File: src/adcdc_pkg.sv
// Package with the register map, field layout, reset values and carrier types of the ADC digital comparator
package adcdc_pkg;

	// Input numbering
	localparam int          NUM_INPUTS   = 45;
	localparam logic [5:0]  MAX_INPUT    = 6'h2c;   // Highest legal monitored-input code
	localparam logic [5:0]  NORMAL_LIMIT = 6'h20;   // Normal mode watches inputs below this
	localparam int          RES_BITS     = 12;      // Width of one raw conversion

	// Register byte addresses
	localparam logic [11:0] OFS_CMP_CTRL    = 12'h000;
	localparam logic [11:0] OFS_LIMITS      = 12'h004;
	localparam logic [11:0] OFS_CONV_CTRL   = 12'h008;
	localparam logic [3:0]  OFS_RESULT_PAGE = 4'h1;   // Results at 0x100 + 4 * input

	// Comparator control fields
	localparam int CTRL_DIFF_LSB = 16;
	localparam int CTRL_ID_LSB   = 8;
	localparam int CTRL_EN_BIT   = 7;
	localparam int CTRL_GIEN_BIT = 6;
	localparam int CTRL_FLAG_BIT = 5;
	localparam int CTRL_BTWN_BIT = 4;
	localparam int CTRL_HIHI_BIT = 3;
	localparam int CTRL_HILO_BIT = 2;
	localparam int CTRL_LOHI_BIT = 1;
	localparam int CTRL_LOLO_BIT = 0;

	// Limit and converter control fields
	localparam int LIM_HI_LSB     = 16;
	localparam int CONV_FRACTIONAL_FORMAT_BIT = 0;
	localparam int CONV_CVD_BIT   = 1;

	// Reset values
	localparam logic [4:0]  COND_RESET  = 5'h00;
	localparam logic [15:0] LIMIT_RESET = 16'h0000;
	localparam logic [15:0] DIFF_RESET  = 16'h0000;
	localparam logic [5:0]  ID_RESET    = 6'h00;
	localparam logic [31:0] DATA_RESET  = 32'h0000_0000;
	localparam logic [11:0] RAW_RESET   = 12'h000;

	// Wishbone request from the master
	typedef struct packed {
		logic        cyc;
		logic        stb;
		logic        we;
		logic [3:0]  sel;
		logic [11:0] adr;
		logic [31:0] dat;
	} adcdc_wb_req_s;

	// Wishbone answer to the master
	typedef struct packed {
		logic        ack;
		logic [31:0] dat;
	} adcdc_wb_rsp_s;

	// One conversion from the core
	typedef struct packed {
		logic        valid;
		logic [5:0]  input_id;
		logic        alt;
		logic [5:0]  primary_id;
		logic [11:0] pos;
		logic [11:0] neg;
	} adcdc_conv_s;

	// Whole state of the top module
	typedef struct packed {
		logic        en;
		logic        gien;
		logic [4:0]  cond;
		logic        flag;
		logic [5:0]  id;
		logic [15:0] diff;
		logic [15:0] lo;
		logic [15:0] hi;
		logic        fractional_format;
		logic        differential_capacitive_mode;
		logic        pend;
		logic        ack;
		logic [31:0] dat;
	} adcdc_state_s;

endpackage

File: src/adcdc_result_mem.sv
// Result store: one raw word per analog input, registered read port
`timescale 1ns/1ps
module adcdc_result_mem (
	input  wire logic        clk,
	input  wire logic        rst_n,
	input  wire logic        wr_en,
	input  wire logic [5:0]  wr_addr,
	input  wire logic [11:0] wr_data,
	input  wire logic [5:0]  rd_addr,
	output logic      [11:0] rd_data_q
);
	logic [11:0] mem_q [adcdc_pkg::NUM_INPUTS];

	// One entry per input, all zero after reset
	for (genvar i = 0; i < adcdc_pkg::NUM_INPUTS; i++) begin : g_entry
		always_ff @(posedge clk or negedge rst_n) begin
			if (!rst_n) begin
				mem_q[i] <= adcdc_pkg::RAW_RESET;
			end else if (wr_en && (wr_addr == 6'(i))) begin
				mem_q[i] <= wr_data;
			end
		end
	end

	// Registered read, out of range reads as zero
	always_ff @(posedge clk or negedge rst_n) begin
		if (!rst_n) begin
			rd_data_q <= adcdc_pkg::RAW_RESET;
		end else if (rd_addr <= adcdc_pkg::MAX_INPUT) begin
			rd_data_q <= mem_q[rd_addr];
		end else begin
			rd_data_q <= adcdc_pkg::RAW_RESET;
		end
	end
endmodule // adcdc_result_mem

File: src/adcdc_top.sv
// ADC digital comparator and result registers behind a classic Wishbone slave
//
// Function
// - Capture positive minus negative on differential events
// - Captured difference is signed, follows fractional format
// - Event loads watched input number into identifier
// - Normal mode inputs 0-31, differential mode all
// - Identifier binary, never above input 44
// - Enable runs comparator; disable clears event flag
// - Interrupt only while interrupt enable and flag
// - Flag set only by an enabled true condition
// - Flag cleared by identifier read or disable
// - Between condition: low <= result <= high
// - Control bits 15 and 14 read zero
// - Forty-five read-only result words, reset zero
// - Alternate input result goes to primary slot
// - Result reads follow the current fractional format
`timescale 1ns/1ps
module adcdc_top (
	input  wire logic                    CLK_SYS,
	input  wire logic                    RST_N,
	input  wire adcdc_pkg::adcdc_wb_req_s WB_REQ,
	output adcdc_pkg::adcdc_wb_rsp_s      WB_RSP,
	input  wire adcdc_pkg::adcdc_conv_s   CONV,
	output logic                         CMP_IRQ
);
	adcdc_pkg::adcdc_state_s st_q;
	adcdc_pkg::adcdc_state_s st_d;

	logic [5:0]  wr_idx;
	logic        wr_ok;
	logic        eligible;
	logic [15:0] cmp_val;
	logic        cmp_true;
	logic        evt;
	logic [12:0] diff_raw;
	logic [15:0] diff_fmt;
	logic        req_new;
	logic        done;
	logic        hit_res;
	logic [5:0]  rd_idx;
	logic        rd_clr;
	logic [11:0] rd_raw;
	logic [31:0] res_fmt;
	logic [31:0] ctrl_word;
	logic        ctrl_wr;
	logic        cmp_armed;

	// Alternate inputs land in the primary input's slot
	assign wr_idx = CONV.alt ? CONV.primary_id : CONV.input_id;
	assign wr_ok  = CONV.valid && (wr_idx <= adcdc_pkg::MAX_INPUT);

	// Which results the comparator may look at in each mode
	assign eligible = wr_ok && (st_q.differential_capacitive_mode || (wr_idx < adcdc_pkg::NORMAL_LIMIT));

	// Compare the stored integer value against the limits
	assign cmp_val  = {4'h0, CONV.pos};
	assign cmp_true = (st_q.cond[adcdc_pkg::CTRL_BTWN_BIT] && (st_q.lo <= cmp_val) && (cmp_val <= st_q.hi))
		|| (st_q.cond[adcdc_pkg::CTRL_HIHI_BIT] && (cmp_val >= st_q.hi))
		|| (st_q.cond[adcdc_pkg::CTRL_HILO_BIT] && (cmp_val < st_q.hi))
		|| (st_q.cond[adcdc_pkg::CTRL_LOHI_BIT] && (cmp_val >= st_q.lo))
		|| (st_q.cond[adcdc_pkg::CTRL_LOLO_BIT] && (cmp_val < st_q.lo));
	assign evt = eligible && st_q.en && cmp_true;
	assign cmp_armed = eligible && st_q.en && !ctrl_wr;

	// Signed difference, left aligned in fractional format
	assign diff_raw = 13'({1'b0, CONV.pos} - {1'b0, CONV.neg});
	assign diff_fmt = st_q.fractional_format ? {diff_raw, 3'h0} : {{3{diff_raw[12]}}, diff_raw};

	// Result word formatted at read time from the raw store
	assign res_fmt = st_q.fractional_format ? {rd_raw, 20'h00000} : {20'h00000, rd_raw};

	// Bus decode
	assign req_new = WB_REQ.cyc && WB_REQ.stb && !st_q.pend && !st_q.ack;
	assign done    = st_q.pend;
	assign hit_res = (WB_REQ.adr[11:8] == adcdc_pkg::OFS_RESULT_PAGE) && (WB_REQ.adr[1:0] == 2'h0)
		&& (WB_REQ.adr[7:2] <= adcdc_pkg::MAX_INPUT);
	assign rd_idx  = WB_REQ.adr[7:2];
	assign rd_clr  = done && !WB_REQ.we && (WB_REQ.adr == adcdc_pkg::OFS_CMP_CTRL) && WB_REQ.sel[1];
	assign ctrl_wr = done && WB_REQ.we && (WB_REQ.adr == adcdc_pkg::OFS_CMP_CTRL) && WB_REQ.sel[0];

	// Control word as seen by software; bits 15 and 14 stay zero
	assign ctrl_word = {st_q.diff, 2'h0, st_q.id, st_q.en, st_q.gien, st_q.flag, st_q.cond};

	// Raw result store
	adcdc_result_mem adcdc_result_mem_inst (
		.clk       (CLK_SYS),
		.rst_n     (RST_N),
		.wr_en     (wr_ok),
		.wr_addr   (wr_idx),
		.wr_data   (CONV.pos),
		.rd_addr   (rd_idx),
		.rd_data_q (rd_raw)
	);

	// Next state
	always_comb begin
		st_d      = st_q;
		st_d.ack  = 1'b0;
		st_d.pend = req_new;
		if (done) begin
			st_d.ack = 1'b1;
			st_d.dat = adcdc_pkg::DATA_RESET;
			if (WB_REQ.we) begin
				unique case (WB_REQ.adr)
					adcdc_pkg::OFS_CMP_CTRL: begin
						if (WB_REQ.sel[0]) begin
							st_d.en   = WB_REQ.dat[adcdc_pkg::CTRL_EN_BIT];
							st_d.gien = WB_REQ.dat[adcdc_pkg::CTRL_GIEN_BIT];
							st_d.cond = WB_REQ.dat[4:0];
						end
					end
					adcdc_pkg::OFS_LIMITS: begin
						if (WB_REQ.sel[0]) begin
							st_d.lo[7:0] = WB_REQ.dat[7:0];
						end
						if (WB_REQ.sel[1]) begin
							st_d.lo[15:8] = WB_REQ.dat[15:8];
						end
						if (WB_REQ.sel[2]) begin
							st_d.hi[7:0] = WB_REQ.dat[23:16];
						end
						if (WB_REQ.sel[3]) begin
							st_d.hi[15:8] = WB_REQ.dat[31:24];
						end
					end
					adcdc_pkg::OFS_CONV_CTRL: begin
						if (WB_REQ.sel[0]) begin
							st_d.fractional_format = WB_REQ.dat[adcdc_pkg::CONV_FRACTIONAL_FORMAT_BIT];
							st_d.differential_capacitive_mode   = WB_REQ.dat[adcdc_pkg::CONV_CVD_BIT];
						end
					end
					default: begin
					end
				endcase
			end else begin
				if (WB_REQ.adr == adcdc_pkg::OFS_CMP_CTRL) begin
					st_d.dat = ctrl_word;
				end else if (WB_REQ.adr == adcdc_pkg::OFS_LIMITS) begin
					st_d.dat = {st_q.hi, st_q.lo};
				end else if (WB_REQ.adr == adcdc_pkg::OFS_CONV_CTRL) begin
					st_d.dat = {30'h0, st_q.differential_capacitive_mode, st_q.fractional_format};
				end else if (hit_res) begin
					st_d.dat = res_fmt;
				end
			end
		end
		// Event capture; set wins over a read clear, disable always clears
		if (evt) begin
			st_d.id = wr_idx;
			if (st_q.differential_capacitive_mode) begin
				st_d.diff = diff_fmt;
			end
		end
		st_d.flag = st_d.en && (evt || (st_q.flag && !rd_clr));
	end

	// State register
	always_ff @(posedge CLK_SYS or negedge RST_N) begin
		if (!RST_N) begin
			st_q      <= '0;
			st_q.cond <= adcdc_pkg::COND_RESET;
			st_q.lo   <= adcdc_pkg::LIMIT_RESET;
			st_q.hi   <= adcdc_pkg::LIMIT_RESET;
			st_q.diff <= adcdc_pkg::DIFF_RESET;
			st_q.id   <= adcdc_pkg::ID_RESET;
			st_q.dat  <= adcdc_pkg::DATA_RESET;
		end else begin
			st_q <= st_d;
		end
	end

	// Outputs
	assign WB_RSP.ack = st_q.ack;
	assign WB_RSP.dat = st_q.dat;
	assign CMP_IRQ    = st_q.flag && st_q.gien;
endmodule // adcdc_top

File: config.mk
export PLATFORM = sky130hd
export DESIGN_NAME = adcdc_top
export DESIGN_NICKNAME = d
export VERILOG_FILES = /design/src/adcdc_pkg.sv /design/src/adcdc_result_mem.sv /design/src/adcdc_top.sv
export SDC_FILE = /design/constraint.sdc
export NUM_CORES = 1
export LEC_CHECK = 0
export ABC_AREA = 1
export BUFFER_PORTS_ARGS = -buffer_cell sky130_fd_sc_hd__buf_2
export CELL_PAD_IN_SITES_DETAIL_PLACEMENT = 1
export CELL_PAD_IN_SITES_GLOBAL_PLACEMENT = 1
export CORE_ASPECT_RATIO = 1.1
export CORE_UTILIZATION = 40
export DETAILED_ROUTE_END_ITERATION = 8
export HOLD_SLACK_MARGIN = 0.05
export PLACE_DENSITY_LB_ADDON = 0.1
export SYNTH_ARGS = -nofsm -noshare
export SYNTH_HDL_FRONTEND = slang
export SYNTH_SLANG_ARGS = --single-unit
File: constraint.sdc
create_clock -name CLK_SYS -period 2.1 [get_ports CLK_SYS]
set_clock_uncertainty 0.15 [all_clocks]
set_input_delay 0.42 -clock CLK_SYS [delete_from_list [all_inputs] [get_ports CLK_SYS]]
set_output_delay 0.42 -clock CLK_SYS [all_outputs]
set_load 0.02 [all_outputs]
==> reports/results.txt <==
deepest level of the CTS H-tree: 3
number of synthesis warnings: 0
CP top delay family: simple AND/OR/NAND/NOR gates
pwr dens: 894 nW/um^2
clock latency on the worst-skew pair: 0.62 ns
Post-DRT Antenna Nets: 0
clock sinks: 650
largest net degree at the start of global routing: 70
clock slew at reported path FFs: 0.06 ns
Final Max Slew Viols: 0
initial antenna violation count: 2
worst IR drop on VDD: 0.629 mV
Placeable Area: 73400 um^2
Leak: 17.1 nW
GP Congestion: 0.986
FF-to-FF setup slack: -0.32 ns
Total Wirelength: 111000 um
final worst-path cycle share: 115%
failing checks: negative setup slack
final hold vios: 0
status: finished, violations left
HPWL after DPL: 75500 um
crit path time final: 2.42 ns
synthesized instance count: 3506
Worst path slowest cell: dfrtp_1
max_cap viols: 0
signal arrival time at the worst endpoint: 2.76 ns
WHS: 0.100 ns
f_max: 0.413 GHz
Max-slew headroom: 49.9%
gr usage total: 30.1%
Worst setup SP type: register
post-synthesis xor/xnor area fraction: 0.0589%
global-route wire length before repair: 173000 um
worst stage delay on the critical path: 0.39 ns
crit path buf inv count: 3
Final Setup Violations: 23
full die area: 75500 um^2
Worst Tran Pin Value: 0.749 ns
Synth Area in Compound Gates: 19.9%
Vias/cell: 5.54
adder-cell share of the synthesized area: 1.58%
CTS tree: done
Ports: 125
Starting DRT DRC Count: 1642
P&R area growth vs syn: 24.0%
DIE WIDTH: 262 um
flops & latches, synth: 650
Req. time, crit path: 2.44 ns
main combinational cell family by area after synthesis: compound AO/OA/AOI/OAI gates
worst hold path class: primary input to register
Syn Nets: 3634
root buffer cell: clkbuf_16
post-layout power: 0.0330 W
Synth Cell Area: 29800 um^2
PortBufs: 124
crit path cell chain: inv_4 -> ha_4 -> nand2_4 -> o21ai_4 -> nand4_1 -> buf_6 -> nand3_2 -> nand2_2 -> nand2_8 -> buf_6 -> nand3_4 -> nand2_1 -> nand2_1
fraction of the mapped netlist area in simple logic gates: 17.3%
WL per Instance: 23.2 um
Critical Path Fanout Max: 8
Seq/Total Area, Yosys: 54.7%
Die Y: 288 um
# rows: 104
FILL cells: 8548
Setup CP Type: register to register
Residual DRC: 0
fin nets: 3922
Vias: 26600
Syn Area/Cell: 8.49 um^2
post-synthesis mux area share: 0.984%
Initial Util: 40.5%
share of layout cells above drive strength 1: 17.2%
GRT overflow: 0
synth unique cells: 38
DR pass1 iterations: 7
Final WS setup: -0.321 ns
Num CTS Buffers: 73
vias in the first global route: 28900
unrepaired setup endpoints after global routing: true
Max clock buf depth: 3
Worst setup EP type: register
-- layer usage --
layer | vias up | track usage [%] | share of wire [%]
met5 | - | 0 | 0.012
met4 | 2 | 11.7 | 3.9
met3 | 195 | 4.10 | 4.3
met2 | 562 | 50.9 | 49
met1 | 13500 | 38.8 | 43
li1 | 12400 | - | -
-- Yosys cell counts --
library cell    n  area share, %
o2111ai_1       4           0.12
o21a_1          1          0.025
o21bai_1        2          0.050
ha_1           36            1.5
a31oi_1        12           0.25
nand3_2         1          0.034
a221oi_1        3          0.088
buf_1           6          0.076
nor2_4          1          0.038
o211ai_1        8           0.20
or2_2           5           0.11
o31ai_1         7           0.18
inv_2           2          0.025
a21oi_1        30           0.50
inv_1         110            1.4
buf_4          33           0.83
nor3_1         13           0.22
dfrtp_1       650             55
clkbuf_1      233            2.9
buf_2          15           0.25
a22oi_1       132            3.3
nand2_1       952             12
nand2_2         2          0.042
a21boi_0        1          0.025
nor2_1        196            2.5
clkinv_1        2          0.025
a21o_1          1          0.025
nand3_1        64            1.1
nand4_1        56            1.2
xnor2_1         1          0.029
xor2_1          1          0.029
o21ai_1        12           0.20
and3_1          2          0.042
or2_1           1          0.021
nor4_4          1          0.071
o21ai_0       883             15
mux2_2         26           0.98
fa_1            1          0.067
-- repair_timing --
| action | in CTS | in global routing |
|---|---|---|
| gates resized for setup | 47 | 8 |
| buffers inserted | 3 | 0 |
| gates cloned | 3 | 0 |
| hold buffers | 36 | 0 |
| hold endpoints to repair | 465 | 0 |
| endpoints found under the setup margin | 23 | 32 |
| pin swaps | 20 | 9 |
-- placed cells by master (no fill, tap or decap), types with 16 or more instances in the layout --
cell type,count
nor2_1,189
nand2_1,940
dfrtp_1,650
nand3_1,56
nand4_1,56
o21ai_0,872
buf_4,270
buf_2,121
clkbuf_16,75
buf_12,66
o21ai_1,16
a21oi_1,26
dlygate4sd3_1,36
mux2_2,26
a22oi_1,132
clkbuf_8,17
clkbuf_1,23
ha_1,32
inv_1,97
-- through the flow --
| stage | TNS, ns | worst slack [ns] | area [um^2] | std cells | util, % |
|---|---|---|---|---|---|
| final | -6.57 | -0.321 | 36900 | 4804 | 50.3 |
| after global routing | -8.12 | -0.391 | 36900 | 4803 | 50.3 |
| after CTS | -6.58 | -0.311 | 36900 | 4803 | 50.2 |
| after detailed placement | -225.20 | -1.39 | 33900 | 4631 | 46.1 |
| after global placement | -186.17 | -1.32 | 33900 | 4631 | 46.1 |
| after floorplan | -6.78 | -0.0970 | 29900 | 3506 | - |
-- sequential cells by signal, summed over array words and instances (netlist names) --
name and flops:
ctrl_word 30, WB_RSP 33, st_q 34, adcdc_result_mem_inst.rd_data_q 12
adcdc_result_mem_inst.mem_q 540, done 1
-- cell type report --
| class | count | area [um^2] | share of cell area [%] |
|---|---|---|---|
| antenna | 1 | 2.50 | 0.00678 |
| clock buffer | 115 | 2200 | 5.95 |
| sequential | 650 | 16300 | 44.1 |
| tap | 954 | 1190 | 3.23 |
| inverter | 114 | 467 | 1.26 |
| timing repair buffer | 498 | 4390 | 11.9 |
| clock inverter | 15 | 199 | 0.539 |
| multi-input combinational | 2457 | 12200 | 33.0 |
-- worst reg2reg max path: cells and delay by family (launching register included) --
family	cells	cell delay (ns)
buffers and inverters	3	0.39
and+or+nand+nor	8	0.81
AOI/OAI and AO/OA	1	0.25
adders and majority gates	1	0.30
DFF	1	0.39
-- power breakdown --
group / total (W) / switching [W] / leakage (nW) / internal [W]
clock network: 0.0129 / 0.00531 / 1.18 / 0.00757
registers: 0.0153 / 0.00100 / 8.76 / 0.0143
logic: 0.00479 / 0.00291 / 7.12 / 0.00188
total: 0.0330 / 0.00922 / 17.1 / 0.0238
-- path summary, 6_finish.rpt --
kind / startpoint / end / cells past startpoint
min reg2reg: WB_RSP[32] / done / 1
max in group asynchronous: RST_N / adcdc_result_mem_inst.mem_q[499] / 3
min: WB_REQ[47] / st_q[48] / 3
max: st_q[63] / ctrl_word[18] / 13
min in group asynchronous: RST_N / adcdc_result_mem_inst.mem_q[115] / 2
max reg2reg: st_q[63] / ctrl_word[18] / 13
-- cell families (layout without fill, tap and decap cells) --
family / Yosys count / count (layout)
AOI/OAI and AO/OA: 1096 / 1096
xor gates and xnor gates: 2 / 2
DFF: 650 / 650
muxes: 26 / 26
and+or+nand+nor: 1294 / 1296
buffers and inverters: 401 / 742
other: 0 / 1
adders and majority gates: 37 / 37
No activity file was read; power rests on OpenSTA's default activity.
